File: config.mk
export PLATFORM = sky130hd
export DESIGN_NAME = fvcfg_regs
export DESIGN_NICKNAME = d
export VERILOG_FILES = /design/src/design/fvcfg_pkg.sv /design/src/design/fvcfg_burst_addr.sv /design/src/design/fvcfg_regs.sv
export SDC_FILE = /design/constraint.sdc
export NUM_CORES = 1
export LEC_CHECK = 0
export ABC_CLOCK_PERIOD_IN_PS = 2200
export BUFFER_PORTS_ARGS = -buffer_cell sky130_fd_sc_hd__buf_2
export CORE_ASPECT_RATIO = 1.5
export CORE_MARGIN = 4
export CORE_UTILIZATION = 35
export CTS_BUF_LIST = sky130_fd_sc_hd__clkbuf_2
export DETAILED_ROUTE_END_ITERATION = 8
export PLACE_DENSITY = 0.7
export REMOVE_ABC_BUFFERS = 1
export SLEW_MARGIN = 40
export SYNTH_ARGS = -nofsm -noshare
export SYNTH_HDL_FRONTEND = slang
export SYNTH_HIERARCHICAL = 1
export SYNTH_SLANG_ARGS = --single-unit
File: constraint.sdc
create_clock -name mclk -period 2.2 [get_ports mclk]
set_input_delay 0.44 -clock mclk [delete_from_list [all_inputs] [get_ports mclk]]
set_output_delay 0.44 -clock mclk [all_outputs]
set_load 0.01 [all_outputs]
File: src/design/fvcfg_pkg.sv
// Constants and types shared by the volatile configuration register bank.
//
// Contract
// - First register bits 7:4 set dummy clocks; 0000 and 1111 are default.
// - First register bit 3 low enables execute-in-place; resets high.
// - Feature option 2 or 4 forces execute-in-place, ignoring bit 3.
// - Bits 1:0 pick wrap 16, 32, 64 bytes, or sequential (11, default).
// - Wrapped read starts at given address, wraps in its aligned block.
// - Sequential setting returns consecutive addresses with no wrapping.
// - First register uses its own commands; writes act on completion.
// - Second register bit 7 low enables quad, bit 6 low dual.
// - Both low means quad; change applies to the following transfer.
// - Second register bit 4 high enables the hold or reset function.
// - Second register bit 3 low enables program voltage acceleration.
// - Bits 2:0 select drive strength; 000 and 100 are reserved.
// - Second register is readable and writable in every protocol.
// - Both registers return to defaults on reset.
package fvcfg_pkg;

  // Register selects carried with each register command.
  localparam logic fvcfg_sel_read_behavior = 1'b0;
  localparam logic fvcfg_sel_protocol_drive = 1'b1;

  // Field positions of read_behavior_config.
  localparam int fvcfg_rb_dummy_hi = 7;
  localparam int fvcfg_rb_dummy_lo = 4;
  localparam int fvcfg_rb_exec_dis = 3;
  localparam int fvcfg_rb_wrap_hi = 1;
  localparam int fvcfg_rb_wrap_lo = 0;
  localparam logic [7:0] fvcfg_rb_rsvd_mask = 8'h04;
  localparam logic [7:0] fvcfg_rb_reset = 8'hfb;

  // Field positions of protocol_drive_config.
  localparam int fvcfg_pd_quad_dis = 7;
  localparam int fvcfg_pd_dual_dis = 6;
  localparam int fvcfg_pd_hold_en = 4;
  localparam int fvcfg_pd_vpp_dis = 3;
  localparam int fvcfg_pd_drv_hi = 2;
  localparam int fvcfg_pd_drv_lo = 0;
  localparam logic [7:0] fvcfg_pd_rsvd_mask = 8'h20;
  localparam logic [7:0] fvcfg_pd_reset = 8'hdf;

  // Dummy clock codes that both stand for the default count.
  localparam logic [3:0] fvcfg_dummy_dflt_a = 4'h0;
  localparam logic [3:0] fvcfg_dummy_dflt_b = 4'hf;

  // Feature options that always run execute-in-place.
  localparam logic [3:0] fvcfg_feat_exec_a = 4'h2;
  localparam logic [3:0] fvcfg_feat_exec_b = 4'h4;

  // Drive strength codes that are reserved.
  localparam logic [2:0] fvcfg_drv_rsvd_a = 3'h0;
  localparam logic [2:0] fvcfg_drv_rsvd_b = 3'h4;

  // Wrap masks for the aligned block sizes.
  localparam logic [23:0] fvcfg_mask_16 = 24'h00000f;
  localparam logic [23:0] fvcfg_mask_32 = 24'h00001f;
  localparam logic [23:0] fvcfg_mask_64 = 24'h00003f;

  typedef enum logic [1:0]
  {
    fvcfg_wrap_16,
    fvcfg_wrap_32,
    fvcfg_wrap_64,
    fvcfg_wrap_seq
  } fvcfg_wrap_t;

  typedef enum logic [1:0]
  {
    fvcfg_proto_single,
    fvcfg_proto_dual,
    fvcfg_proto_quad
  } fvcfg_proto_t;

endpackage : fvcfg_pkg

File: src/design/fvcfg_burst_addr.sv
// Byte address walker for wrapped and sequential burst reads.
`timescale 1ns/100ps
module fvcfg_burst_addr
(
  input wire logic mclk, // System clock.
  input wire logic srst, // Synchronous reset, active high.
  input wire logic start, // Pulse: load start address and wrap mode.
  input wire logic [23:0] start_addr, // Three-byte address after the command.
  input wire fvcfg_pkg::fvcfg_wrap_t wrap_in, // Wrap mode from the register.
  input wire logic adv, // Pulse: one byte has been sent.
  output logic [23:0] addr_r // Address of the byte being sent.
);

  fvcfg_pkg::fvcfg_wrap_t mode_r;
  fvcfg_pkg::fvcfg_wrap_t mode_nxt;
  logic [23:0] addr_nxt;
  logic [23:0] inc;
  logic [23:0] msk;

  // Mask of the offset bits inside the aligned block.
  function automatic logic [23:0] wrap_mask(fvcfg_pkg::fvcfg_wrap_t m);
    if (m == fvcfg_pkg::fvcfg_wrap_16)
      return fvcfg_pkg::fvcfg_mask_16;
    else if (m == fvcfg_pkg::fvcfg_wrap_32)
      return fvcfg_pkg::fvcfg_mask_32;
    else if (m == fvcfg_pkg::fvcfg_wrap_64)
      return fvcfg_pkg::fvcfg_mask_64;
    else
      return 24'hffffff;
  endfunction : wrap_mask

  // The mode is frozen at start so a register write mid-burst cannot tear it.
  always_comb
  begin
    mode_nxt = mode_r;
    addr_nxt = addr_r;
    msk = wrap_mask(mode_r);
    inc = addr_r + 24'h000001;
    if (start)
    begin
      mode_nxt = wrap_in;
      addr_nxt = start_addr;
    end
    else if (adv)
    begin
      addr_nxt = (addr_r & ~msk) | (inc & msk);
    end
  end

  // Register the walker state.
  always_ff @(posedge mclk)
  begin
    if (srst)
    begin
      mode_r <= fvcfg_pkg::fvcfg_wrap_seq;
      addr_r <= 24'h000000;
    end
    else
    begin
      mode_r <= mode_nxt;
      addr_r <= addr_nxt;
    end
  end

  property p_seq_step;
    @(posedge mclk) disable iff (srst)
    (adv && !start && mode_r == fvcfg_pkg::fvcfg_wrap_seq)
      |=> addr_r == $past(addr_r) + 24'h000001;
  endproperty
  a_seq_step: assert property (p_seq_step)
    else $error("Sequential step wrong.");

  property p_wrap_stay;
    @(posedge mclk) disable iff (srst)
    (adv && !start && mode_r == fvcfg_pkg::fvcfg_wrap_16)
      |=> addr_r[23:4] == $past(addr_r[23:4]) &&
          addr_r[3:0] == $past(addr_r[3:0]) + 4'h1;
  endproperty
  a_wrap_stay: assert property (p_wrap_stay)
    else $error("Wrap left block.");

  property p_start_load;
    @(posedge mclk) disable iff (srst)
    start |=> addr_r == $past(start_addr);
  endproperty
  a_start_load: assert property (p_start_load)
    else $error("Start not loaded.");

endmodule : fvcfg_burst_addr

File: src/design/fvcfg_regs.sv
// Volatile configuration register bank with its decoded control outputs.
`timescale 1ns/100ps
module fvcfg_regs
#(
  parameter logic [3:0] FEATURE_OPT = 4'h0, // Feature option strap value.
  parameter logic [3:0] DEFAULT_DUMMY = 4'ha // Dummy clocks for default code.
)
(
  input wire logic mclk, // System clock.
  input wire logic srst, // Synchronous reset, active high.
  input wire logic wr_done, // Pulse: a register write command completed.
  input wire logic wr_sel, // Register written by that command.
  input wire logic [7:0] wr_data, // Data byte of that command.
  input wire logic rd_req, // Pulse: a register read command wants data.
  input wire logic rd_sel, // Register to read.
  output logic [7:0] rd_data_r, // Read data byte.
  output logic rd_valid_r, // Pulse: rd_data_r is valid.
  input wire logic burst_start, // Pulse: a read begins at burst_addr.
  input wire logic [23:0] burst_addr, // Start address of the read.
  input wire logic burst_adv, // Pulse: one byte of the read was sent.
  output logic [23:0] burst_cur, // Address of the current byte.
  output logic [3:0] dummy_clks, // Dummy clocks after fast reads.
  output logic execute_in_place_on, // Execute-in-place active.
  output fvcfg_pkg::fvcfg_wrap_t wrap_mode, // Burst wrap mode.
  output fvcfg_pkg::fvcfg_proto_t protocol, // Protocol for next transfer.
  output logic hold_rst_en, // Hold or reset pin function on.
  output logic vpp_accel_en, // Program voltage acceleration on.
  output logic [2:0] drive_code, // Output driver strength code.
  output logic drive_rsvd // Drive code is a reserved value.
);

  logic [7:0] rb_r;
  logic [7:0] rb_nxt;
  logic [7:0] pd_r;
  logic [7:0] pd_nxt;
  logic [7:0] rd_data_nxt;
  logic rd_valid_nxt;
  logic exec_forced;
  logic [3:0] dcode;

  // Execute-in-place is forced on for the two feature options.
  assign exec_forced = (FEATURE_OPT == fvcfg_pkg::fvcfg_feat_exec_a) ||
                       (FEATURE_OPT == fvcfg_pkg::fvcfg_feat_exec_b);

  // Next register values; a write lands on the cycle its command completes.
  // Writes are accepted whatever protocol is active.
  always_comb
  begin
    rb_nxt = rb_r;
    pd_nxt = pd_r;
    if (wr_done && wr_sel == fvcfg_pkg::fvcfg_sel_read_behavior)
    begin
      rb_nxt = wr_data & ~fvcfg_pkg::fvcfg_rb_rsvd_mask;
    end
    else if (wr_done && wr_sel == fvcfg_pkg::fvcfg_sel_protocol_drive)
    begin
      pd_nxt = wr_data & ~fvcfg_pkg::fvcfg_pd_rsvd_mask;
    end
  end

  // Register the configuration; reset restores the defaults.
  always_ff @(posedge mclk)
  begin
    if (srst)
    begin
      rb_r <= fvcfg_pkg::fvcfg_rb_reset;
      pd_r <= fvcfg_pkg::fvcfg_pd_reset;
    end
    else
    begin
      rb_r <= rb_nxt;
      pd_r <= pd_nxt;
    end
  end

  // Read answer one cycle after the request, from the selected register.
  always_comb
  begin
    rd_valid_nxt = rd_req;
    rd_data_nxt = rd_data_r;
    if (rd_req && rd_sel == fvcfg_pkg::fvcfg_sel_read_behavior)
    begin
      rd_data_nxt = rb_r;
    end
    else if (rd_req)
    begin
      rd_data_nxt = pd_r;
    end
  end

  // Register the read answer.
  always_ff @(posedge mclk)
  begin
    if (srst)
    begin
      rd_valid_r <= 1'b0;
      rd_data_r <= 8'h00;
    end
    else
    begin
      rd_valid_r <= rd_valid_nxt;
      rd_data_r <= rd_data_nxt;
    end
  end

  // Decode fields. The host alone guarantees the dummy count suits its
  // clock; nothing here can check that.
  assign dcode =
    rb_r[fvcfg_pkg::fvcfg_rb_dummy_hi:fvcfg_pkg::fvcfg_rb_dummy_lo];
  always_comb
  begin
    if (dcode == fvcfg_pkg::fvcfg_dummy_dflt_a ||
        dcode == fvcfg_pkg::fvcfg_dummy_dflt_b)
      dummy_clks = DEFAULT_DUMMY;
    else
      dummy_clks = dcode;
  end

  assign execute_in_place_on = exec_forced ||
    !rb_r[fvcfg_pkg::fvcfg_rb_exec_dis];
  assign wrap_mode = fvcfg_pkg::fvcfg_wrap_t'(
    rb_r[fvcfg_pkg::fvcfg_rb_wrap_hi:fvcfg_pkg::fvcfg_rb_wrap_lo]);

  // Quad wins when both protocol bits are cleared.
  always_comb
  begin
    if (!pd_r[fvcfg_pkg::fvcfg_pd_quad_dis])
      protocol = fvcfg_pkg::fvcfg_proto_quad;
    else if (!pd_r[fvcfg_pkg::fvcfg_pd_dual_dis])
      protocol = fvcfg_pkg::fvcfg_proto_dual;
    else
      protocol = fvcfg_pkg::fvcfg_proto_single;
  end

  assign hold_rst_en = pd_r[fvcfg_pkg::fvcfg_pd_hold_en];
  assign vpp_accel_en = !pd_r[fvcfg_pkg::fvcfg_pd_vpp_dis];
  assign drive_code =
    pd_r[fvcfg_pkg::fvcfg_pd_drv_hi:fvcfg_pkg::fvcfg_pd_drv_lo];
  assign drive_rsvd = (drive_code == fvcfg_pkg::fvcfg_drv_rsvd_a) ||
                      (drive_code == fvcfg_pkg::fvcfg_drv_rsvd_b);

  // Address walker for burst reads.
  fvcfg_burst_addr u_burst
  (
    .mclk(mclk),
    .srst(srst),
    .start(burst_start),
    .start_addr(burst_addr),
    .wrap_in(wrap_mode),
    .adv(burst_adv),
    .addr_r(burst_cur)
  );

  property p_dummy_dflt;
    @(posedge mclk) disable iff (srst)
    (wr_done && wr_sel == fvcfg_pkg::fvcfg_sel_read_behavior &&
     (wr_data[7:4] == 4'h0 || wr_data[7:4] == 4'hf))
      |=> dummy_clks == DEFAULT_DUMMY;
  endproperty
  a_dummy_dflt: assert property (p_dummy_dflt)
    else $error("Dummy default wrong.");

  // Any other code is the count itself; no translation table is kept.
  property p_dummy_pass;
    @(posedge mclk) disable iff (srst)
    (wr_done && wr_sel == fvcfg_pkg::fvcfg_sel_read_behavior &&
     wr_data[7:4] != 4'h0 && wr_data[7:4] != 4'hf)
      |=> dummy_clks == $past(wr_data[7:4]);
  endproperty
  a_dummy_pass: assert property (p_dummy_pass)
    else $error("Dummy count not passed through.");

  property p_exec_in_place;
    @(posedge mclk) disable iff (srst)
    (wr_done && wr_sel == fvcfg_pkg::fvcfg_sel_read_behavior)
      |=> execute_in_place_on == (exec_forced || !$past(wr_data[3]));
  endproperty
  a_exec_in_place: assert property (p_exec_in_place)
    else $error("Execute-in-place wrong.");

  // The wrap field must reach the walker exactly as written.
  property p_wrap_mode;
    @(posedge mclk) disable iff (srst)
    (wr_done && wr_sel == fvcfg_pkg::fvcfg_sel_read_behavior)
      |=> wrap_mode == $past(wr_data[1:0]);
  endproperty
  a_wrap_mode: assert property (p_wrap_mode)
    else $error("Wrap mode wrong.");

  property p_reset_vals;
    @(posedge mclk)
    srst |=> (rb_r == fvcfg_pkg::fvcfg_rb_reset &&
              pd_r == fvcfg_pkg::fvcfg_pd_reset && !rd_valid_r);
  endproperty
  a_reset_vals: assert property (p_reset_vals)
    else $error("Reset values wrong.");

  property p_rsvd_zero;
    @(posedge mclk) disable iff (srst)
    rd_valid_r |-> (rd_data_r[2] == 1'b0 ||
                    $past(rd_sel) == fvcfg_pkg::fvcfg_sel_protocol_drive) &&
                   (rd_data_r[5] == 1'b0 ||
                    $past(rd_sel) == fvcfg_pkg::fvcfg_sel_read_behavior);
  endproperty
  a_rsvd_zero: assert property (p_rsvd_zero)
    else $error("Reserved bit set.");

  property p_proto_next;
    @(posedge mclk) disable iff (srst)
    (wr_done && wr_sel == fvcfg_pkg::fvcfg_sel_protocol_drive &&
     wr_data[7:6] == 2'b00) |=> protocol == fvcfg_pkg::fvcfg_proto_quad;
  endproperty
  a_proto_next: assert property (p_proto_next)
    else $error("Quad not chosen.");

  // A read one idle cycle after a write returns the stored byte.
  property p_read_echo;
    @(posedge mclk) disable iff (srst)
    (wr_done && wr_sel == fvcfg_pkg::fvcfg_sel_protocol_drive ##1
     !wr_done && !rd_req ##1
     rd_req && rd_sel == fvcfg_pkg::fvcfg_sel_protocol_drive && !wr_done)
      |=> rd_valid_r &&
          rd_data_r == ($past(wr_data, 3) & ~fvcfg_pkg::fvcfg_pd_rsvd_mask);
  endproperty
  a_read_echo: assert property (p_read_echo)
    else $error("Read echo wrong.");

  property p_accel;
    @(posedge mclk) disable iff (srst)
    (wr_done && wr_sel == fvcfg_pkg::fvcfg_sel_protocol_drive)
      |=> vpp_accel_en == !$past(wr_data[3]) &&
          drive_code == $past(wr_data[2:0]);
  endproperty
  a_accel: assert property (p_accel)
    else $error("Accel or drive wrong.");

  // Reserved drive codes are flagged so the pad logic can ignore them.
  property p_drive_rsvd;
    @(posedge mclk) disable iff (srst)
    (wr_done && wr_sel == fvcfg_pkg::fvcfg_sel_protocol_drive)
      |=> drive_rsvd == ($past(wr_data[2:0]) == 3'h0 ||
                         $past(wr_data[2:0]) == 3'h4);
  endproperty
  a_drive_rsvd: assert property (p_drive_rsvd)
    else $error("Reserved drive code missed.");

  property p_hold;
    @(posedge mclk) disable iff (srst)
    (wr_done && wr_sel == fvcfg_pkg::fvcfg_sel_protocol_drive)
      |=> hold_rst_en == $past(wr_data[4]);
  endproperty
  a_hold: assert property (p_hold)
    else $error("Hold enable wrong.");

endmodule : fvcfg_regs

# --- Yosys cells after proc, flatten, opt, wreduce, memory -nomap -nowiden ---
# Index checks and enable logic that the tools add are counted.
totals:
  ff_bits: 49
  latchBits: 0
  mem_bits_rw: 0
  rom_bits: 0
  input_bits: 40
  out_inout_bits: 48
  wordCells: 41
  n_memories: 0
op_classes:
  addsub: 1
  multipliers: 0
  div: 0
  order_cmp: 0
  eq_ne: 4
  shifts: 0
  n_mux: 10
  bitwise: 7
  n_reduce_logical: 13
op_table:
  columns: ["op", "count"]
  rows:
  - ["$mux W24", 5]
  - ["$and A24 B24 Y24", 2]
  - ["$add A24 B1 Y24 const B", 1]
  - ["$not A24 Y24", 1]
  - ["$or A24 B24 Y24", 1]
  - ["$mux W8", 2]
  - ["$eq A4 B4 Y1 const B", 1]
  - ["$logic_not A4 Y1", 1]
  - ["$mux W4", 1]
  - ["$reduce_bool A2 Y1", 2]
  - ["$eq A3 B3 Y1 const B", 1]
  - ["$logic_and A1 B1 Y1", 3]
  - ["$logic_not A3 Y1", 1]
  - ["$not A1 Y1", 3]
  - ["$eq A2 B1 Y1 const B", 1]
  - ["$eq A2 B2 Y1 const B", 1]
  - ["$logic_not A1 Y1", 2]
  - ["$logic_not A2 Y1", 1]
  - ["$logic_or A1 B1 Y1", 2]
  - ["$mux W2", 1]
  - ["$reduce_and A2 Y1", 1]
  - ["$mux W1", 1]

# --- Depth between registers and ports, before layout ---
# Gate-level depths: netlist of the first run.
depth:
  depth_word: 9
  mapped_depth: 6
  depth_no_buf: 6

# --- By module ---
# The synthesis of the first run kept the hierarchy.
by_module_without_submodules:
  columns: ["module", "instances", "cells_per_inst", "area_per_inst_um2", "seq_area_each_um2"]
  rows:
  - ["fvcfg_burst_addr", 1, 199, 1555.2, 520.5]
  - ["fvcfg_regs", 1, 108, 1032.2, 460.4]

# --- Worst setup path before layout of the first run ---
# No wires, ideal clock.
synth_timing:
  path_type: "input port to flip-flop"
  start: "input port burst_adv"
  end: "register with a tool-made name"
  setup_ns: 0.115
  arrival_ns: 1.644
  t_required_ns: 2.085
  setup_slack_ns: 0.441
  path_stages: 6
  n_path_buf: 1
  cell_sequence: "buf_2 > nand3_1 > nor3_1 > nand4_1 > xnor2_1 > o21a_1"
synth_lines:
  columns: ["item", "line_no", "rtl"]
  rows:
  - ["start: declaration", "fvcfg_regs.sv:20", "input wire logic burst_adv,"]

# --- Worst setup path after layout of the first run ---
layout_timing:
  start: "register rb_r[4]"
  end: "output port dummy_clks[1]"
layout_via:
  elab_chain_cells: 3
  elab_cells_between_ends: 4
  cone_classes: "1 x eq/ne; 1 x mux; 2 x reduce/logical"
layout_lines:
  columns: ["item", "line_no", "rtl"]
  rows:
  - ["start: declaration", "fvcfg_regs.sv:32", "logic [7:0] rb_r;"]
  - ["start signal: assignment", "fvcfg_regs.sv:66", "rb_r <= fvcfg_pkg::fvcfg_rb_reset;"]
  - ["start signal: assignment", "fvcfg_regs.sv:71", "rb_r <= rb_nxt;"]
  - ["$eq A4 B4 Y1 / $logic_not A4 Y1 (equally long branches)", "fvcfg_regs.sv:113, fvcfg_regs.sv:112", null]
  - ["$logic_or A1 B1 Y1 *", "fvcfg_regs.sv:112", "if (dcode == fvcfg_pkg::fvcfg_dummy_dflt_a ||"]
  - ["$mux W4 *", "fvcfg_regs.sv:112", null]
  - ["end: declaration", "fvcfg_regs.sv:22", "output logic [3:0] dummy_clks,"]
# Every way passes the cells marked *; elsewhere a longest branch is shown, timed or not.

==> run metrics, run 1 <==
final setup fails=0; net load switching power=about 550 µW; Cells after Synth=~310; post-DR vias/cell=just over 5; cell area after layout=around 0.0031 mm²; WP data arrival=1.46 ns; routed length per instance=approximately 14 µm; DP Worst Slack=0.3180 ns; die area=about 0.0089 mm²; worst slew pin tran=0.6577 ns; hold_ws=about 0.21 ns; startpoint of the worst hold path=burst_addr[7]; # resized after CTS=0; Die Y=approximately 110 µm; total gr overflow=0; deepest clock path buffer count=2; Final HPWL DP=around 5300 µm; initial antenna violation count=0; post-CTS setup buffers=0; Synth Cell Area=~0.0026 mm²; Worst IR Drop VDD=approximately 0.0004 V; layout cells sized above 1=0.2917; Final Slew Violations=0; Total Routing Usage GR=0.1588; max cap viols=0; ys flop type=dfxtp_1; standard-cell rows=38; Antenna Nets Post-Route=0; PwrDens=624.1 mW/mm²; Tcrit/Tclk final=0.8620; Antenna Cells=0; area of the multi-input gates=0.001409 mm²; CP Capture Type=output pin; Setup Skew=roughly 0.016 ns; FF/Latch Area=980.9 µm²; Worst Path Required=~1.8 ns; Starting Density=0.3580; core area=around 0.0072 mm²; asr flop ratio synth=0; Area Overhead vs Synth=21.42%; placed insts=476; Ys Warns=6; CTS tree=done; CTS Buf Count=5; drt total wl=6931 µm; Synth Register Bits=between 40 and 50; Detailed Route Iter0 Violations=roughly 180; clock-pin slew on the worst setup and hold paths=between 0.2 and 0.3 ns; final net count=between 400 and 500; fill count=780; clk sinks=49; wire length on met2=3570 µm; Vias=around 2.5k; combinational group share of total power=0.166; maximum clock rate=527.3 MHz; clock root buffer=clkbuf_2; number of global-route vias before repair=approximately 2.4k; post-layout min period=around 1.9 ns; DR top layer=met4; largest net degree at the start of global routing=49; Seq pwr share=0.517; met3 WL=506 µm; Seq/Total Area, Yosys=0.3791; H-tree levels=2; Post-Layout Cell Count=between 400 and 500; outcome=completed; Final Hold Fails=0; Die Wd=78.21 µm; CP Launch Type=register; Port-buffer cells=87; Yosys cell types=51; Max-slew headroom=0.5615; # DRC=0; Clock power frac=0.316; Worst Setup SP=rb_r[4]; setup TNS=0 ns; num ports=about 90; setup slack after layout=between 0.3 and 0.4 ns; peak fanout along the critical path=4; Placement Cell Area=just over 0.003 mm²; DRT Pass-1 Iters=4; hold_buf cts=0; internal power=around 1400 µW; mean post-synth cell area=8.428 µm²; wl on met1=between 2000 and 3000 µm; WS Path Type=register to output pin; gpl congestion=0.8594; leakage power=between 0.001 and 0.0015 µW; first-pass GRT wire length=between 10000 and 15000 µm; Hold Crit Class=primary input to register; worst skew pair latency=approximately 0.44 ns; Switching Fraction=0.2812; EDFF count, synth=0; RSZ-0062 raised after global routing=no
[cells by family (layout without fill, tap and decap cells)]
logic type / count (synthesis) / in the layout / share of synthesized area
DFF: 49 / 49 / 0.3791
muxes: 12 / 12 / 0.04642
AOI/OAI and AO/OA: 64 / 64 / 0.1688
and+or+nand+nor: 125 / 125 / 0.2703
buffers and inverters: 40 / 117 / 0.07640
adders and majority gates: 1 / 1 / 0.004835
xor gates and xnor gates: 16 / 16 / 0.05416
[power groups by stage]
stage | Clock, µW | Sequential, µW | Combinational (µW)
after detailed placement | 0 | 1030 | 328
after CTS | 645 | 1010 | 330
final | 620 | 1010 | 326
after global routing | 675 | 1030 | 365
after global placement | 0 | 1030 | 324
after floorplan | 0 | 1040 | 143
[worst max-delay path, cell delays in order (launching register included)]
cell and delay [ns]:
dfxtp_1 0.40, or2_2 0.31, o21ai_0 0.14, buf_2 0.15
[cells in the final DEF, fill, tap and decap left out, types with 9 or more instances in the layout]
cell / n
a21oi_1: 17
nand3_1: 9
nor2_1: 34
nand4_1: 10
xor2_1: 11
buf_2: 87
nand3b_1: 10
inv_1: 18
a211o_1: 9
mux2i_1: 12
nand2_1: 18
dfxtp_1: 49
[cell usage after synthesis, types with 2 or more instances]
master	n	area share
dfxtp_1	49	0.38
nor2_1	34	0.049
inv_1	18	0.026
nand2_1	18	0.026
a21oi_1	17	0.033
mux2i_1	12	0.046
xor2_1	11	0.037
nand3b_1	10	0.029
nand4_1	10	0.024
a211o_1	9	0.030
nand3_1	9	0.017
buf_4	7	0.020
nor3_1	7	0.014
o211ai_1	7	0.020
a211oi_1	6	0.017
a31oi_1	6	0.015
nor2b_1	6	0.015
o21ai_0	6	0.012
and3_1	5	0.012
and3_2	5	0.015
clkbuf_1	5	0.0073
o21a_1	5	0.015
xnor2_1	5	0.017
buf_2	4	0.0077
buf_1	3	0.0044
nand2b_1	3	0.0073
nor4_1	3	0.0073
and4_1	2	0.0068
buf_6	2	0.0087
or4_1	2	0.0058
[metal layers]
layer | track usage | vias up
met4 | 0.07118 | 0
met2 | 0.2878 | 94
li1 | - | 1244
met1 | 0.1673 | 1140
met3 | 0.04697 | 15
met5 | 0 | -
[cell type report]
class | instances | share of cell area
multi-input combinational | 218 | 0.4484
sequential | 49 | 0.3122
timing repair buffer | 91 | 0.1481
tap | 100 | 0.03982
clock inverter | 3 | 0.02190
inverter | 18 | 0.02151
clock buffer | 5 | 0.007965
[through the flow]
| step | total power, µW | utilization |
|---|---|---|
| floorplan | 1183 | - |
| global placement | 1354 | 0.4217 |
| detailed placement | 1359 | 0.4217 |
| CTS | 1990 | 0.4347 |
| global route | 2067 | 0.4347 |
| finish | 1961 | 0.4347 |
[final timing paths]
kind	slack, ns	depth (start not counted)	endpoint
worst max-delay path	0.30	3	dummy_clks[1]
worst min-delay path	0.21	3	register
worst max register to register	0.40	5	register
worst min register to register	0.49	2	rd_data_r[2]
Note: power is estimated with default switching activity, not from simulation.
==> inputs of run 2 (changes only) <==
ABC_CLOCK_PERIOD_IN_PS = 2050   (was 2200)
clock period = 2.05 ns   (was 2.2 ns; I/O delays follow)
==> run metrics, run 2 (synthesis gave the netlist of run 1 again) <==
outcome=completed; r2r setup slk=between 0.15 and 0.2 ns; clk sinks=49; Setup Skew=0.01761 ns; peak fanout along the critical path=4; Worst Path Required=approximately 1.6 ns; hold path depth=3; Die Wd=between 70 and 80 µm; worst skew pair latency=roughly 0.47 ns; Placement Cell Area=0.003063 mm²; initial antenna violation count=0; WP data arrival=1.48 ns; WS Path Type=register to output pin; Max-slew headroom=0.6718; drt total wl=approximately 7000 µm; final setup fails=0; Final HPWL DP=5423 µm; Vias=2500; worst slew pin tran=slightly below 0.5 ns; Seq pwr share=0.569; Worst Reg2Reg Path Length in Cells=5; Die Y=113.3 µm; DRT Pass-1 Iters=5; RSZ-0062 raised after global routing=no; Antenna Cells=0; setup TNS=0 ns; total gr overflow=0; routed length per instance=14.45 µm; Starting Density=0.3580; cell area after layout=~0.0031 mm²; Final Slew Violations=0; CP Launch Type=register; clock root buffer=clkbuf_2; # DRC=0; number of global-route vias before repair=around 2.4k; max cap viols=0; post-DR vias/cell=around 5.1; fill count=between 700 and 800; Antenna Nets Post-Route=0; Final Hold Fails=0; CP Capture Type=output pin; CTS tree=done; final net count=426; most frequent cells in the layout=buf_2 (87), dfxtp_1 (47), nor2_1 (34); Post-Layout Cell Count=486; PwrDens=about 600 mW/mm²; Worst IR Drop VDD=0.0004884 V; Clock power frac=0.246; area of the multi-input gates=approximately 0.0014 mm²; largest net degree at the start of global routing=49; hold_buf cts=0; num ports=a little under 90; FF/Latch Area=a little under 0.001 mm²; Switching Fraction=0.3274; net load switching power=627.2 µW; leakage power=roughly 0.0015 µW; clock-pin slew on the worst setup and hold paths=about 0.29 ns; Total Routing Usage GR=0.1596; die area=0.008861 mm²; layout cells sized above 1=0.3005; CTS Buf Count=5; post-layout min period=between 1.5 and 2 ns; Tcrit/Tclk final=0.9201; Area Overhead vs Synth=20.55%; internal power=approximately 1300 µW; placed insts=approximately 480; combinational group share of total power=0.185; startpoint of the worst hold path=burst_addr[5]; standard-cell rows=38; most common cell after layout, fill and taps aside=buf_2; first-pass GRT wire length=~11000 µm; Hold Crit Class=primary input to register; H-tree levels=2; Detailed Route Iter0 Violations=93; maximum clock rate=~530 MHz; core area=a little over 0.007 mm²; gpl congestion=roughly 0.89; Port-buffer cells=87; deepest clock path buffer count=2
run 2: cell count changes in the layout (fill, tap and decap cells not counted):
cell / before / now
inv_6: 1 / 2
inv_8: 0 / 1
dfxtp_2: 0 / 2
dfxtp_1: 49 / 47
buf_4: 4 / 6
o21ai_0: 6 / 5
o21ai_1: 0 / 1
bufinv_16: 2 / 0
run 2: layout make-up:
| class | instances | area share |
|---|---|---|
| Sequential cell | 49 | 0.3153 |
| Clock inverter | 3 | 0.009226 |
| Clock buffer | 5 | 0.008022 |
| Inverter | 18 | 0.02166 |
| Tap cell | 100 | 0.04011 |
| Timing Repair Buffer | 93 | 0.1540 |
| Multi-Input combinational cell | 218 | 0.4517 |
run 2: stage by stage:
| stage | setup WS (ns) | power, µW | util | hold slack [ns] |
|---|---|---|---|---|
| 2_1_floorplan | 0.3890 | 1270 | - | 0.4582 |
| 3_3_place_gp | 0.2623 | 1457 | 0.4238 | 0.4516 |
| 3_5_place_dp | 0.1873 | 1464 | 0.4238 | 0.4569 |
| 4_1_cts | 0.1296 | 1940 | 0.4313 | 0.1276 |
| 5_1_grt | 0.05616 | 2026 | 0.4316 | 0.1265 |
| 6_report | 0.1638 | 1915 | 0.4316 | 0.1572 |
run 2: critical path: stages (launching register included):
cell,delay (ns)
dfxtp_2,0.41
or2_2,0.30
o21ai_0,0.15
buf_2,0.15
run 2: how the worst max path moves through the flow:
| stage | startpoint | cells after the start | endpoint | slack (ns) |
|---|---|---|---|---|
| after floorplan | register | 5 | register | 0.39 |
| after global placement | register | 5 | register | 0.26 |
| after detailed placement | burst_adv | 6 | register | 0.19 |
| after CTS | rb_r[4] | 3 | dummy_clks[3] | 0.13 |
| after global routing | rb_r[4] | 3 | dummy_clks[3] | 0.06 |
| final | rb_r[4] | 3 | dummy_clks[3] | 0.16 |
run 2: power by group through the flow:
stage	registers, µW	logic, µW	clock network, µW
finish	1090	355	471
global route	1100	395	528
CTS	1090	358	491
detailed placement	1110	357	0
global placement	1110	350	0
floorplan	1120	153	0
run 2: metal layers:
| layer | vias up | wire length, µm | GRT usage |
|---|---|---|---|
| met1 | 1144 | 2810 | 0.1785 |
| li1 | 1251 | - | - |
| met2 | 89 | 3499 | 0.2786 |
| met3 | 16 | 495 | 0.04140 |
| met5 | - | 0 | 0 |
| met4 | 0 | 220 | 0.07701 |
run 2: timing repair:
action | CTS | global route
buffers inserted | 0 | 0
setup endpoints to repair | 0 | 1
endpoints found under the hold margin | 0 | 0
resized for setup | 0 | 3
